**config.mk**
```make
export PLATFORM = sky130hd
export DESIGN_NAME = hcd_port
export DESIGN_NICKNAME = d
export VERILOG_FILES = /design/src/verilog/hcd_pkg.sv /design/src/verilog/hcd_port.sv
export VERILOG_INCLUDE_DIRS = /design/src /design/src/verilog
export SDC_FILE = /design/constraint.sdc
export NUM_CORES = 1
export LEC_CHECK = 0
export BUFFER_PORTS_ARGS = -buffer_cell sky130_fd_sc_hd__buf_2
export CAP_MARGIN = 5
export CORE_ASPECT_RATIO = 0.9
export CORE_MARGIN = 4
export CORE_UTILIZATION = 40
export DETAILED_ROUTE_END_ITERATION = 10
export PLACE_DENSITY = 0.63
export SYNTH_ARGS = -nofsm -noshare
export SYNTH_HDL_FRONTEND = slang
export SYNTH_HIERARCHICAL = 1
export SYNTH_SLANG_ARGS = --single-unit
```
**constraint.sdc**
```tcl
create_clock -name clock -period 4.6 [get_ports clock]
set_input_delay 0.92 -clock clock [delete_from_list [all_inputs] [get_ports clock]]
set_output_delay 0.92 -clock clock [all_outputs]
set_load 0.01 [all_outputs]
```
**src/verilog/hcd_params.svh**
```systemverilog
// Purpose: Constants of the host command/data port
// Assumes: Host word bits are numbered 0 (LSB) to 15
// Notes:   Offsets are bit positions in the 16-bit host words
`ifndef HCD_PARAMS_SVH
`define HCD_PARAMS_SVH

// ----------------------------------------------------------------
// Output word bits
// ----------------------------------------------------------------
`define HCD_OB_CMD        8
`define HCD_OB_RSVD9      9
`define HCD_OB_IVE        10
`define HCD_OB_MRST       11
`define HCD_OB_TXE        12
`define HCD_OB_ORE        13
`define HCD_OB_RSVD14     14
`define HCD_OB_GIE        15
`define HCD_CTL_RESET     8'h00

// ----------------------------------------------------------------
// Input word bits
// ----------------------------------------------------------------
`define HCD_IB_STATUS     8
`define HCD_IB_VALID      10
`define HCD_IB_RIP        11
`define HCD_IB_FIFO_RDY   12
`define HCD_IB_OUT_RDY    13
`define HCD_IB_IRQ        15

// ----------------------------------------------------------------
// Framing and buffering
// ----------------------------------------------------------------
`define HCD_CMD_PARAMS    3'h4
`define HCD_FIFO_DEPTH    8
`define HCD_FIFO_WIDTH    10

`endif

```
**src/verilog/hcd_pkg.sv**
```systemverilog
// Purpose: Types of the host command/data port
// Assumes: Nothing beyond the constants header
// Notes:   States are Gray coded along test, idle, fail
package hcd_pkg;

	// ----------------------------------------------------------------
	// Port state
	// ----------------------------------------------------------------
	typedef enum logic [1:0]
	{
		HCD_ST_TEST = 2'b00,
		HCD_ST_IDLE = 2'b01,
		HCD_ST_FAIL = 2'b11
	} hcd_state_t;

	// ----------------------------------------------------------------
	// Kind of byte handed to the on-board side
	// ----------------------------------------------------------------
	typedef enum logic [1:0]
	{
		HCD_K_DATA  = 2'b00,
		HCD_K_CMD   = 2'b01,
		HCD_K_PARAM = 2'b10
	} hcd_kind_t;

endpackage

```
**src/verilog/hcd_port.sv**
```systemverilog
// Purpose: Host command/data port with its transmit FIFO
// Assumes: Host strobes arrive from logic on the same clock
// Notes:   A host write carries a bit mask, so single-bit and byte writes share one path
`timescale 1ns/100ps
`include "hcd_params.svh"

// ----------------------------------------------------------------
// Transmit FIFO
// ----------------------------------------------------------------
module hcd_fifo #(
	parameter int WIDTH = `HCD_FIFO_WIDTH,
	parameter int DEPTH = `HCD_FIFO_DEPTH
) (
	input  wire logic             clock,     // 25 MHz clock
	input  wire logic             rst_n,     // Async reset
	input  wire logic             flush,     // Drop all entries
	input  wire logic             in_valid,  // Write request
	output logic                  in_ready,  // Space available
	input  wire logic [WIDTH-1:0] in_data,   // Write data
	output logic                  out_valid, // Entry available
	input  wire logic             out_ready, // Drain request
	output logic      [WIDTH-1:0] out_data   // Head entry
);
	localparam int AW = $clog2(DEPTH);

	logic [WIDTH-1:0] mem_reg [DEPTH];
	logic [AW-1:0]    wr_ptr_reg;
	logic [AW-1:0]    wr_ptr_next;
	logic [AW-1:0]    rd_ptr_reg;
	logic [AW-1:0]    rd_ptr_next;
	logic [AW:0]      count_reg;
	logic [AW:0]      count_next;
	logic             push;
	logic             pop;

	always_comb
	begin
		push        = in_valid && in_ready;
		pop         = out_valid && out_ready;
		wr_ptr_next = wr_ptr_reg;
		rd_ptr_next = rd_ptr_reg;
		count_next  = count_reg;
		if (flush)
		begin
			wr_ptr_next = '0;
			rd_ptr_next = '0;
			count_next  = '0;
		end
		else
		begin
			if (push)
			begin
				wr_ptr_next = (wr_ptr_reg == AW'(DEPTH - 1)) ? '0 : wr_ptr_reg + 1'b1;
			end
			if (pop)
			begin
				rd_ptr_next = (rd_ptr_reg == AW'(DEPTH - 1)) ? '0 : rd_ptr_reg + 1'b1;
			end
			if (push && !pop)
			begin
				count_next = count_reg + 1'b1;
			end
			else if (pop && !push)
			begin
				count_next = count_reg - 1'b1;
			end
		end
	end

	always_ff @(posedge clock or negedge rst_n)
	begin
		if (!rst_n)
		begin
			wr_ptr_reg <= '0;
			rd_ptr_reg <= '0;
			count_reg  <= '0;
		end
		else
		begin
			wr_ptr_reg <= wr_ptr_next;
			rd_ptr_reg <= rd_ptr_next;
			count_reg  <= count_next;
		end
	end

	// Storage needs no reset; count guards every read
	always_ff @(posedge clock)
	begin
		if (push && !flush)
		begin
			mem_reg[wr_ptr_reg] <= in_data;
		end
	end

	assign in_ready  = (count_reg != (AW+1)'(DEPTH));
	assign out_valid = (count_reg != '0);
	assign out_data  = mem_reg[rd_ptr_reg];
endmodule

// ----------------------------------------------------------------
// Host port
// ----------------------------------------------------------------
module hcd_port #(
	parameter int FIFO_DEPTH = `HCD_FIFO_DEPTH
) (
	input  wire logic        clock,          // 25 MHz clock
	input  wire logic        rst_n,          // Async power-up reset
	input  wire logic        host_wr,        // Host write strobe
	input  wire logic [15:0] host_wr_mask,   // Bits touched by the write
	input  wire logic [15:0] host_wr_data,   // Values of touched bits
	output logic      [15:0] host_rd_word,   // Input word seen by the host
	output logic             host_irq,       // Interrupt to the host
	output logic             tx_valid,       // Byte for the on-board side
	input  wire logic        tx_ready,       // On-board side takes it
	output hcd_pkg::hcd_kind_t tx_kind,      // Data, command or parameter
	output logic      [7:0]  tx_byte,        // Byte value
	input  wire logic        rx_valid,       // On-board byte for the host
	output logic             rx_ready,       // Port can take it
	input  wire logic        rx_status,      // Byte is completion status
	input  wire logic [7:0]  rx_byte,        // Byte value
	output logic             test_run,       // Self-test is running
	input  wire logic        test_done,      // Self-test finished
	input  wire logic        test_pass,      // Self-test result
	output logic             test_error      // Self-test failed
);
	import hcd_pkg::*;

	localparam int OCC_W = $clog2(FIFO_DEPTH) + 1;

	hcd_state_t       state_reg;
	hcd_state_t       state_next;
	logic [7:0]       ctl_reg;
	logic [7:0]       ctl_next;
	logic [2:0]       left_reg;
	logic [2:0]       left_next;
	logic [7:0]       in_byte_reg;
	logic [7:0]       in_byte_next;
	logic             in_stat_reg;
	logic             in_stat_next;
	logic             valid_reg;
	logic             valid_next;
	logic             err_reg;
	logic             err_next;
	logic [15:0]      rd_word_next;
	logic             irq_next;
	logic             rx_ready_next;
	logic [15:0]      new_word;
	logic             byte_wr;
	logic             mrst;
	logic             f_in_valid;
	logic             f_in_ready;
	logic [9:0]       f_in_data;
	logic [9:0]       f_out_data;
	logic             out_rdy;
	logic             fifo_rdy;
	logic [OCC_W-1:0] occ_reg;
	logic [OCC_W-1:0] occ_next;

	// ----------------------------------------------------------------
	// Decode of a host write
	// ----------------------------------------------------------------
	// New word value of the bits the host touched; bit 8 comes from this write when
	// present so that a combined write still frames correctly.
	always_comb
	begin
		new_word = ({ctl_reg, 8'h00} & ~host_wr_mask) | (host_wr_data & host_wr_mask);
		mrst     = host_wr && host_wr_mask[`HCD_OB_MRST] && host_wr_data[`HCD_OB_MRST];
		byte_wr  = host_wr && (host_wr_mask[7:0] == 8'hff) && !mrst;
	end

	// ----------------------------------------------------------------
	// Control bits, framing and status
	// ----------------------------------------------------------------
	always_comb
	begin
		state_next   = state_reg;
		ctl_next     = ctl_reg;
		left_next    = left_reg;
		in_byte_next = in_byte_reg;
		in_stat_next = in_stat_reg;
		valid_next   = valid_reg;
		err_next     = err_reg;
		f_in_valid   = 1'b0;
		f_in_data    = {HCD_K_DATA, 8'h00};

		if (mrst)
		begin
			// Same state as power-up: controls cleared, bit 9 forced low
			ctl_next     = `HCD_CTL_RESET;
			state_next   = HCD_ST_TEST;
			left_next    = 3'h0;
			in_byte_next = 8'h00;
			in_stat_next = 1'b0;
			valid_next   = 1'b0;
			err_next     = 1'b0;
		end
		else
		begin
			if (host_wr)
			begin
				ctl_next = new_word[15:8];
				// Any touch of bit 10 is the host's acknowledge
				if (host_wr_mask[`HCD_OB_IVE])
				begin
					valid_next = 1'b0;
				end
			end

			unique case (state_reg)
				HCD_ST_TEST:
				begin
					if (test_done)
					begin
						state_next = test_pass ? HCD_ST_IDLE : HCD_ST_FAIL;
						err_next   = !test_pass;
					end
				end
				HCD_ST_IDLE:
				begin
					// A byte written while the FIFO is full is lost; hosts wait for bit 12
					if (byte_wr && f_in_ready)
					begin
						f_in_valid = 1'b1;
						// Trailing block bytes stay parameters even while bit 8 is still set
						if (left_reg != 3'h0)
						begin
							f_in_data = {HCD_K_PARAM, host_wr_data[7:0]};
							left_next = left_reg - 3'h1;
						end
						else if (new_word[`HCD_OB_CMD])
						begin
							f_in_data = {HCD_K_CMD, host_wr_data[7:0]};
							left_next = `HCD_CMD_PARAMS;
						end
						else
						begin
							f_in_data = {HCD_K_DATA, host_wr_data[7:0]};
						end
					end
					// Set wins: a new byte and an acknowledge in one cycle keep the byte
					if (rx_valid && rx_ready)
					begin
						in_byte_next = rx_byte;
						in_stat_next = rx_status;
						valid_next   = 1'b1;
					end
				end
				HCD_ST_FAIL:
				begin
					// Only a new master reset leaves this state
				end
			endcase
		end
	end

	always_ff @(posedge clock or negedge rst_n)
	begin
		if (!rst_n)
		begin
			state_reg   <= HCD_ST_TEST;
			ctl_reg     <= `HCD_CTL_RESET;
			left_reg    <= 3'h0;
			in_byte_reg <= 8'h00;
			in_stat_reg <= 1'b0;
			valid_reg   <= 1'b0;
			err_reg     <= 1'b0;
		end
		else
		begin
			state_reg   <= state_next;
			ctl_reg     <= ctl_next;
			left_reg    <= left_next;
			in_byte_reg <= in_byte_next;
			in_stat_reg <= in_stat_next;
			valid_reg   <= valid_next;
			err_reg     <= err_next;
		end
	end

	// ----------------------------------------------------------------
	// Transmit FIFO
	// ----------------------------------------------------------------
	hcd_fifo #(
		.WIDTH (`HCD_FIFO_WIDTH),
		.DEPTH (FIFO_DEPTH)
	) u_fifo (
		.clock     (clock),
		.rst_n     (rst_n),
		.flush     (mrst),
		.in_valid  (f_in_valid),
		.in_ready  (f_in_ready),
		.in_data   (f_in_data),
		.out_valid (tx_valid),
		.out_ready (tx_ready),
		.out_data  (f_out_data)
	);

	assign tx_kind = hcd_kind_t'(f_out_data[9:8]);
	assign tx_byte = f_out_data[7:0];

	// Shadow of the FIFO fill, so the ready flags can follow the next occupancy
	always_comb
	begin
		occ_next = occ_reg;
		if (mrst)
		begin
			occ_next = '0;
		end
		else if (f_in_valid && !(tx_valid && tx_ready))
		begin
			occ_next = occ_reg + 1'b1;
		end
		else if (!f_in_valid && tx_valid && tx_ready)
		begin
			occ_next = occ_reg - 1'b1;
		end
	end

	always_ff @(posedge clock or negedge rst_n)
	begin
		if (!rst_n)
		begin
			occ_reg <= '0;
		end
		else
		begin
			occ_reg <= occ_next;
		end
	end

	// ----------------------------------------------------------------
	// Input word and interrupt
	// ----------------------------------------------------------------
	// Built from next values so the host sees each change on the edge it happens
	always_comb
	begin
		// Next occupancy, so the flag drops on the edge that fills the last slot
		fifo_rdy      = (state_next == HCD_ST_IDLE) && (occ_next != OCC_W'(FIFO_DEPTH)) && !mrst;
		out_rdy       = fifo_rdy;
		rx_ready_next = (state_next == HCD_ST_IDLE) && !valid_next;
		irq_next      = ctl_next[`HCD_OB_GIE - 8]
			&& ((ctl_next[`HCD_OB_IVE - 8] && valid_next)
			|| (ctl_next[`HCD_OB_TXE - 8] && fifo_rdy)
			|| (ctl_next[`HCD_OB_ORE - 8] && out_rdy));
		rd_word_next                     = 16'h0000;
		rd_word_next[7:0]                = in_byte_next;
		rd_word_next[`HCD_IB_STATUS]     = in_stat_next;
		rd_word_next[`HCD_IB_VALID]      = valid_next;
		rd_word_next[`HCD_IB_RIP]        = (state_next != HCD_ST_IDLE);
		rd_word_next[`HCD_IB_FIFO_RDY]   = fifo_rdy;
		rd_word_next[`HCD_IB_OUT_RDY]    = out_rdy;
		rd_word_next[`HCD_IB_IRQ]        = irq_next;
	end

	always_ff @(posedge clock or negedge rst_n)
	begin
		if (!rst_n)
		begin
			host_rd_word <= 16'h0800;
			host_irq     <= 1'b0;
			rx_ready     <= 1'b0;
			test_run     <= 1'b0;
			test_error   <= 1'b0;
		end
		else
		begin
			host_rd_word <= rd_word_next;
			host_irq     <= irq_next;
			rx_ready     <= rx_ready_next;
			test_run     <= (state_next == HCD_ST_TEST);
			test_error   <= err_next;
		end
	end
endmodule

```
==> impl_metrics.env, run 1 <==
export IMPL_outcome="finished, final reports clean"
export IMPL_ir_drop_uv=250
export IMPL_cpPeakStageDelay_ns=0.62
export IMPL_start_util_pct=41.5
export IMPL_routed_via_density=5.26
export IMPL_vias=3304
export IMPL_ys_seq_area_share_pct=63.5
export IMPL_tightest_slew_ns=0.974
export IMPL_cts_hold_buf=0
export IMPL_cts_root_buf="clkbuf_16"
export IMPL_drive_gt1_share_pct=31.5
export IMPL_endpoint_kind="register"
export IMPL_min_period_ns=3.45
export IMPL_largest_reg_flops=80
export IMPL_cts_htree_levels=4
export IMPL_grt_max_degree=41
export IMPL_cts_buffer_depth=2
export IMPL_clk_pin_slew_worst_paths_ns=0.05
export IMPL_grt_pass1_wl_mm=17.3
export IMPL_finalInstanceArea_um2=6400
export IMPL_n_antenna_cell=0
export IMPL_die_h_um=118
export IMPL_grtUsageMet1_pct=19.0
export IMPL_cts_setup_buffers=0
export IMPL_slew_headroom_pct=35.1
export IMPL_cp_required_ns=4.90
export IMPL_post_dp_cell_area_um2=5870
export IMPL_grt_pass1_vias=3430
export IMPL_syn_avg_cell_area_um2=14.2
export IMPL_path_max_fanout=23
export IMPL_fp_dieW_um=130
export IMPL_grt_use_total_pct=14.9
export IMPL_grt_use_met2_pct=23.8
export IMPL_drc=0
export IMPL_crit_type="reg2reg"
export IMPL_use_met3_pct=4.85
export IMPL_crit_chain="or4b_1 -> nand4_1 -> or4_4 -> clkinv_4 -> nand3_4 -> ha_1 -> a21o_1 -> a2111oi_0 -> mux2i_1 -> o311ai_1"
export IMPL_p_per_area_nw_per_um2=549
export IMPL_antenna_found_initial=0
export IMPL_cp_num_buf_inv=1
export IMPL_cp_arrival_ns=3.75
export IMPL_synth_main_ff_cell="edfxtp_1"
export IMPL_wl_per_cell_um=17.0
export IMPL_synth_cells=378
export IMPL_fin_cells=628
export IMPL_synth_async_reset_ratio_pct=33.3
export IMPL_cts_sinks=120
export IMPL_startpoint="u_fifo/count_reg[1]"
export IMPL_synth_cell_types=54
export IMPL_wl_mm=10.7
export IMPL_grt_overflow=0
export IMPL_dr_pass1_iters=4
export IMPL_startpoint_type="register"
export IMPL_top_usage_layer="met2"
export IMPL_min_path_type="reg2reg"
export IMPL_fp_row_count=39
export IMPL_utilization_pct=49.5
export IMPL_clock_latency_ns=0.40
export IMPL_rsz0062_at_grt="no"
export IMPL_power_mw=3.52
export IMPL_cts_resized=0
export IMPL_slowest_stage="or4_4"
export IMPL_synth_warnings=6
export IMPL_dp_hpwl_mm=7.04
export IMPL_tns_ns=0
export IMPL_syn_area_um2=5360
export IMPL_area_growth_syn_to_layout_pct=19.4
export IMPL_dp_cells=599
export IMPL_synth_seq_cells=120
export IMPL_regToRegStartpoint="u_fifo/count_reg[1]"
export IMPL_antenna_left=0
export IMPL_ios=79
export IMPL_p_leak_nw=2.53
export IMPL_finalHoldViolCount=0
export IMPL_cts_tree="built"
export IMPL_synth_edf_count=80
export IMPL_place_gp_congestion=0.743
export IMPL_cts_made_buffers=17
export IMPL_finalCritPeriodShare_pct=75.0
export IMPL_finClkSkew_ns=0.00710
export IMPL_portBuffers=72
export IMPL_drv_cap=0
export IMPL_path_delay_family="simple AND/OR/NAND/NOR gates"
export IMPL_core_um2=12900
export IMPL_dieArea_um2=15300
export IMPL_max_freq_ghz=0.290
export IMPL_drtIter0Drc=171
export IMPL_slew_violations=0
export IMPL_nNetsFinal=512
export IMPL_hp_start="left_reg[0]"
export IMPL_setup_viol=0
cells by family (layout without fill, tap and decap cells):
kind of cell	count (synthesis)	after routing	share of synthesized area [%]
AOI/OAI and AO/OA	55	55	6.79
xor gates and xnor gates	9	9	1.47
adders and majority gates	11	11	2.73
buffers and inverters	40	125	3.73
DFF	120	120	63.5
muxes	35	35	11.4
other	1	2	0.0699
and+or+nand+nor	107	107	10.3
synth_stat cells, types with 2 or more instances:
master    count  area, µm²
nor2_1       26       97.6
xor2_1        2       17.5
dfrtp_1      39        976
nand2b_1      5       31.3
o22ai_1       5       31.3
a31oi_1       3       18.8
or3_1         3       18.8
clkbuf_1     12       45.0
and2_1        9       56.3
ha_1          9        113
nand3_1       9       45.0
o21a_1        4       30.0
xnor2_1       7       61.3
and3_1        3       18.8
mux4_2       20        450
o21ai_0       5       25.0
nand2_1      29        109
a211oi_1      4       30.0
nand4_1       3       18.8
buf_6         2       22.5
nor3_1        6       30.0
nor2b_1       3       18.8
edfxtp_1     80       2400
mux2i_1       5       50.1
buf_2         6       30.0
a21oi_1      25        125
buf_4         6       45.0
inv_1        13       48.8
mux2_2       10        113
layer usage:
| metal | wire (µm) | share of wire (%) |
|---|---|---|
| met5 | 0 | 0 |
| met4 | 129 | 1.2 |
| met3 | 645 | 6.0 |
| met2 | 5340 | 50 |
| met1 | 4590 | 43 |
path summary, 6_finish.rpt:
kind                                        to  slack (ns)  cells after the start
min in group asynchronous     host_rd_word[15]        0.65                      1
setup / recovery           u_fifo/count_reg[3]        1.15                     10
setup reg to reg           u_fifo/count_reg[3]        1.15                     10
hold / removal                     left_reg[0]        0.52                      1
hold reg to reg                    left_reg[0]        0.52                      1
max in group asynchronous          left_reg[0]        3.37                      1
area by class of cell:
| type | instances | area, µm² |
|---|---|---|
| Tap cell | 164 | 205 |
| Inverter | 14 | 57.6 |
| Clock inverter | 11 | 110 |
| Sequential cell | 120 | 3400 |
| Fill cell | 1103 | 6530 |
| Clock buffer | 18 | 429 |
| Multi-Input combinational cell | 219 | 1760 |
| Timing Repair Buffer | 82 | 435 |
cell usage in the layout, fill, tap and decap left out, types with 3 or more instances in the layout:
master / n
a211oi_1: 4
a21oi_1: 25
a31oi_1: 3
and2_1: 9
and3_1: 3
buf_2: 72
buf_4: 10
clkbuf_16: 17
clkinv_1: 4
clkinv_4: 3
dfrtp_1: 39
edfxtp_1: 80
ha_1: 9
inv_1: 13
mux2_2: 10
mux2i_1: 5
mux4_2: 20
nand2_1: 29
nand2b_1: 5
nand3_1: 9
nand4_1: 3
nor2_1: 26
nor2b_1: 3
nor3_1: 6
o21a_1: 4
o21ai_0: 5
o22ai_1: 5
or3_1: 3
xnor2_1: 7
power by group:
part	internal, mW	switching [mW]
registers	1.24	0.180
logic	0.481	0.409
clock network	0.777	0.432
total	2.50	1.02
stage by stage:
stage,hold WS (ns),setup slack [ns]
after global placement,0.487,1.09
final,0.521,1.15
after floorplan,0.466,0.963
after CTS,0.524,1.20
after detailed placement,0.516,1.10
after global routing,0.535,1.07
worst register-to-register path: stages (launching register included):
cell       delay (ns)
dfrtp_1          0.51
or4b_1           0.39
nand4_1          0.17
or4_4            0.62
clkinv_4         0.21
nand3_4          0.11
ha_1             0.31
a21o_1           0.21
a2111oi_0        0.55
mux2i_1          0.17
o311ai_1         0.10
Note: power is estimated with default switching activity, not from simulation.
==> inputs of run 2 (changes only) <==
--- a/config.mk
+++ b/config.mk
@@ -6,6 +6,7 @@
 export SDC_FILE = /design/constraint.sdc
 export NUM_CORES = 1
 export LEC_CHECK = 0
+export ABC_AREA = 1
 export BUFFER_PORTS_ARGS = -buffer_cell sky130_fd_sc_hd__buf_2
 export CAP_MARGIN = 5
 export CORE_ASPECT_RATIO = 0.9
==> constraint.sdc (replaced) <==
create_clock -name clock -period 3.55 [get_ports clock]
set_input_delay 0.71 -clock clock [delete_from_list [all_inputs] [get_ports clock]]
set_output_delay 0.71 -clock clock [all_outputs]
set_load 0.01 [all_outputs]
==> run 2 against run 1 <==
  * Clock-buffer cell count shrank 1
  * Worst hold slack lost 0.094 ns
  * Critical path depth shrank 4
  * Utilization shrank 0.20 points
  * Total power grew 38%
  * Largest cell class unchanged
  * Cell area grew 2.9%
  * Non-clock buffer count grew 4
  * Sequential cell count is the same
==> impl_metrics.env, run 2 <==
export IMPL_outcome="finished, final reports clean"
export IMPL_fp_dieW_um=131
export IMPL_yosysTopAreaCell="edfxtp_1"
export IMPL_synth_seq_cells=120
export IMPL_wl_per_cell_um=15.8
export IMPL_utilization_pct=49.3
export IMPL_start_util_pct=40.9
export IMPL_synthTopCellsByArea="edfxtp_1, dfrtp_1, nor2_1"
export IMPL_ys_seq_area_share_pct=62.3
export IMPL_tightest_slew_ns=0.892
export IMPL_swShare_pct=33.6
export IMPL_r2r_cells=14
export IMPL_antenna_found_initial=2
export IMPL_tns_ns=0
export IMPL_rsz0062_at_grt="no"
export IMPL_layout_commonest_cell="nor2_1"
export IMPL_endpoint_kind="output port"
export IMPL_clock_latency_ns=0.41
export IMPL_cp_arrival_ns=2.23
export IMPL_min_period_ns=2.94
export IMPL_dr_pass1_iters=4
export IMPL_clkPwrFrac_pct=34.5
export IMPL_ios=79
export IMPL_synth_main_ff_cell="edfxtp_1"
export IMPL_die_h_um=119
export IMPL_slew_headroom_pct=40.5
export IMPL_routed_via_density=5.00
export IMPL_portBuffers=72
export IMPL_finClkSkew_ns=0.00606
export IMPL_max_freq_ghz=0.340
export IMPL_startpoint_type="register"
export IMPL_drive_gt1_share_pct=23.5
export IMPL_cp_required_ns=2.84
export IMPL_final_cell_mix="nor2_1, edfxtp_1, buf_2, nand2_1, o21ai_0"
export IMPL_dieArea_um2=15600
export IMPL_hold_slack_ns=0.427
export IMPL_cts_hold_buf=0
export IMPL_cts_made_buffers=17
export IMPL_synth_most_common_cell="nor2_1"
export IMPL_switching_power_mw=1.63
export IMPL_grt_pass1_wl_mm=21.0
export IMPL_nNetsFinal=673
export IMPL_largest_reg_flops=80
export IMPL_min_path_type="in2async"
export IMPL_drtIter0Drc=187
export IMPL_cts_htree_levels=4
export IMPL_synth_warnings=6
export IMPL_syn_avg_cell_area_um2=10.2
export IMPL_cts_buffer_depth=2
export IMPL_wl_mm=12.5
export IMPL_fin_ws_ns=0.612
export IMPL_pre_cts_ws_ns=0.701
export IMPL_cts_resized=0
export IMPL_drc=0
export IMPL_drv_cap=0
export IMPL_cts_sinks=120
export IMPL_slew_violations=0
export IMPL_synth_cells=536
export IMPL_antenna_left=0
export IMPL_finalHoldViolCount=0
export IMPL_grt_pass1_vias=4160
export IMPL_setup_viol=0
export IMPL_core_um2=13400
export IMPL_power_frac_seq_pct=35.0
export IMPL_dp_hpwl_mm=8.45
export IMPL_finalCritPeriodShare_pct=82.7
export IMPL_grt_use_total_pct=17.1
export IMPL_synthTopCellsByCount="nor2_1, edfxtp_1, nand2_1, o21ai_0, inv_1"
export IMPL_path_max_fanout=21
export IMPL_crit_type="reg2out"
export IMPL_grt_max_degree=43
export IMPL_synth_async_reset_ratio_pct=33.3
export IMPL_cts_tree="built"
export IMPL_p_int_mw=3.23
export IMPL_synth_cell_types=35
export IMPL_cts_root_buf="clkbuf_16"
export IMPL_place_gp_congestion=0.838
export IMPL_p_per_area_nw_per_um2=738
export IMPL_cts_setup_buffers=0
export IMPL_grt_overflow=0
export IMPL_syn_area_um2=5470
export IMPL_fillers=1195
export IMPL_synth_edf_count=80
export IMPL_ir_drop_uv=339
export IMPL_clk_pin_slew_worst_paths_ns=0.05
export IMPL_area_growth_syn_to_layout_pct=20.6
export IMPL_vias=3971
export IMPL_fp_row_count=40
export IMPL_p_leak_nw=3.03
export IMPL_yosys_area_top_type_share_pct=43.9
export IMPL_comb_power_share_pct=30.5
export IMPL_n_antenna_cell=0
[run 2: cell count changes in the layout (fill, tap and decap cells not counted), sizes merged, moves of 9 or more]
| cell | delta |
|---|---|
| a21oi | -9 |
| and2 | -10 |
| inv | +39 |
| mux2 | -10 |
| mux4 | -20 |
| nand2 | +38 |
| nand3 | +32 |
| nor2 | +79 |
| o21ai | +54 |
[run 2: cells by family after synthesis]
| logic type | Yosys count | synth area share (%) |
|---|---|---|
| adders and majority gates | 10 | 2.43 |
| AOI/OAI and AO/OA | 99 | 9.91 |
| and+or+nand+nor | 227 | 19.2 |
| xor gates and xnor gates | 1 | 0.160 |
| other | 1 | 0.0686 |
| DFF | 120 | 62.3 |
| buffers and inverters | 78 | 5.97 |
[run 2: path summary, 6_finish.rpt]
path	startpoint	endpoint	slack (ns)
worst max register to register	u_fifo/count_reg[3]	u_fifo/mem_reg[3][3]	0.86
min in group clock	host_rd_word[7]	host_rd_word[7]	0.50
max in group asynchronous	rst_n	u_fifo/wr_ptr_reg[2]	2.56
worst max-delay path	u_fifo/rd_ptr_reg[1]	tx_kind[1]	0.61
worst min-delay path	rst_n	test_run	0.43
worst min register to register	host_rd_word[7]	host_rd_word[7]	0.50
[run 2: final cells by class]
type,instances,area (µm²),area share (%)
clock buffer,17,425,6.45
clock inverter,13,156,2.37
inverter,51,191,2.90
multi-input combinational,339,1740,26.4
sequential,120,3400,51.6
tap,168,210,3.19
timing repair buffer,86,465,7.06
[run 2: metrics by stage]
stage          std cells  cell area, µm²  power (mW)
3_5_place_dp         764            6010        3.22
3_3_place_gp         764            6010        3.17
2_1_floorplan        537            5470        2.77
4_1_cts              794            6590        4.92
6_report             794            6590        4.87
5_1_grt              794            6590        5.20
[run 2: power by group through the flow]
stage	registers [mW]	logic [mW]	clock network, mW
global placement	1.72	1.45	0
global route	1.72	1.70	1.78
detailed placement	1.73	1.49	0
floorplan	1.73	1.04	0
CTS	1.71	1.51	1.71
finish	1.71	1.48	1.68
[run 2: worst max-delay path: stages (launching register included)]
cell and delay, ns:
dfrtp_1 0.37, inv_1 0.53, o21ai_0 0.21, o22ai_1 0.21, nor2_1 0.06, a31oi_1 0.25, buf_2 0.18
[run 2: layer usage]
metal  up-vias  global-route usage [%]  part of all wire (%)
li1       1979                       -                     -
met4         4                    6.23                   1.7
met1      1843                    20.9                    42
met3        23                    6.00                   8.2
met5         -                       0                  0.18
met2       122                    28.2                    48
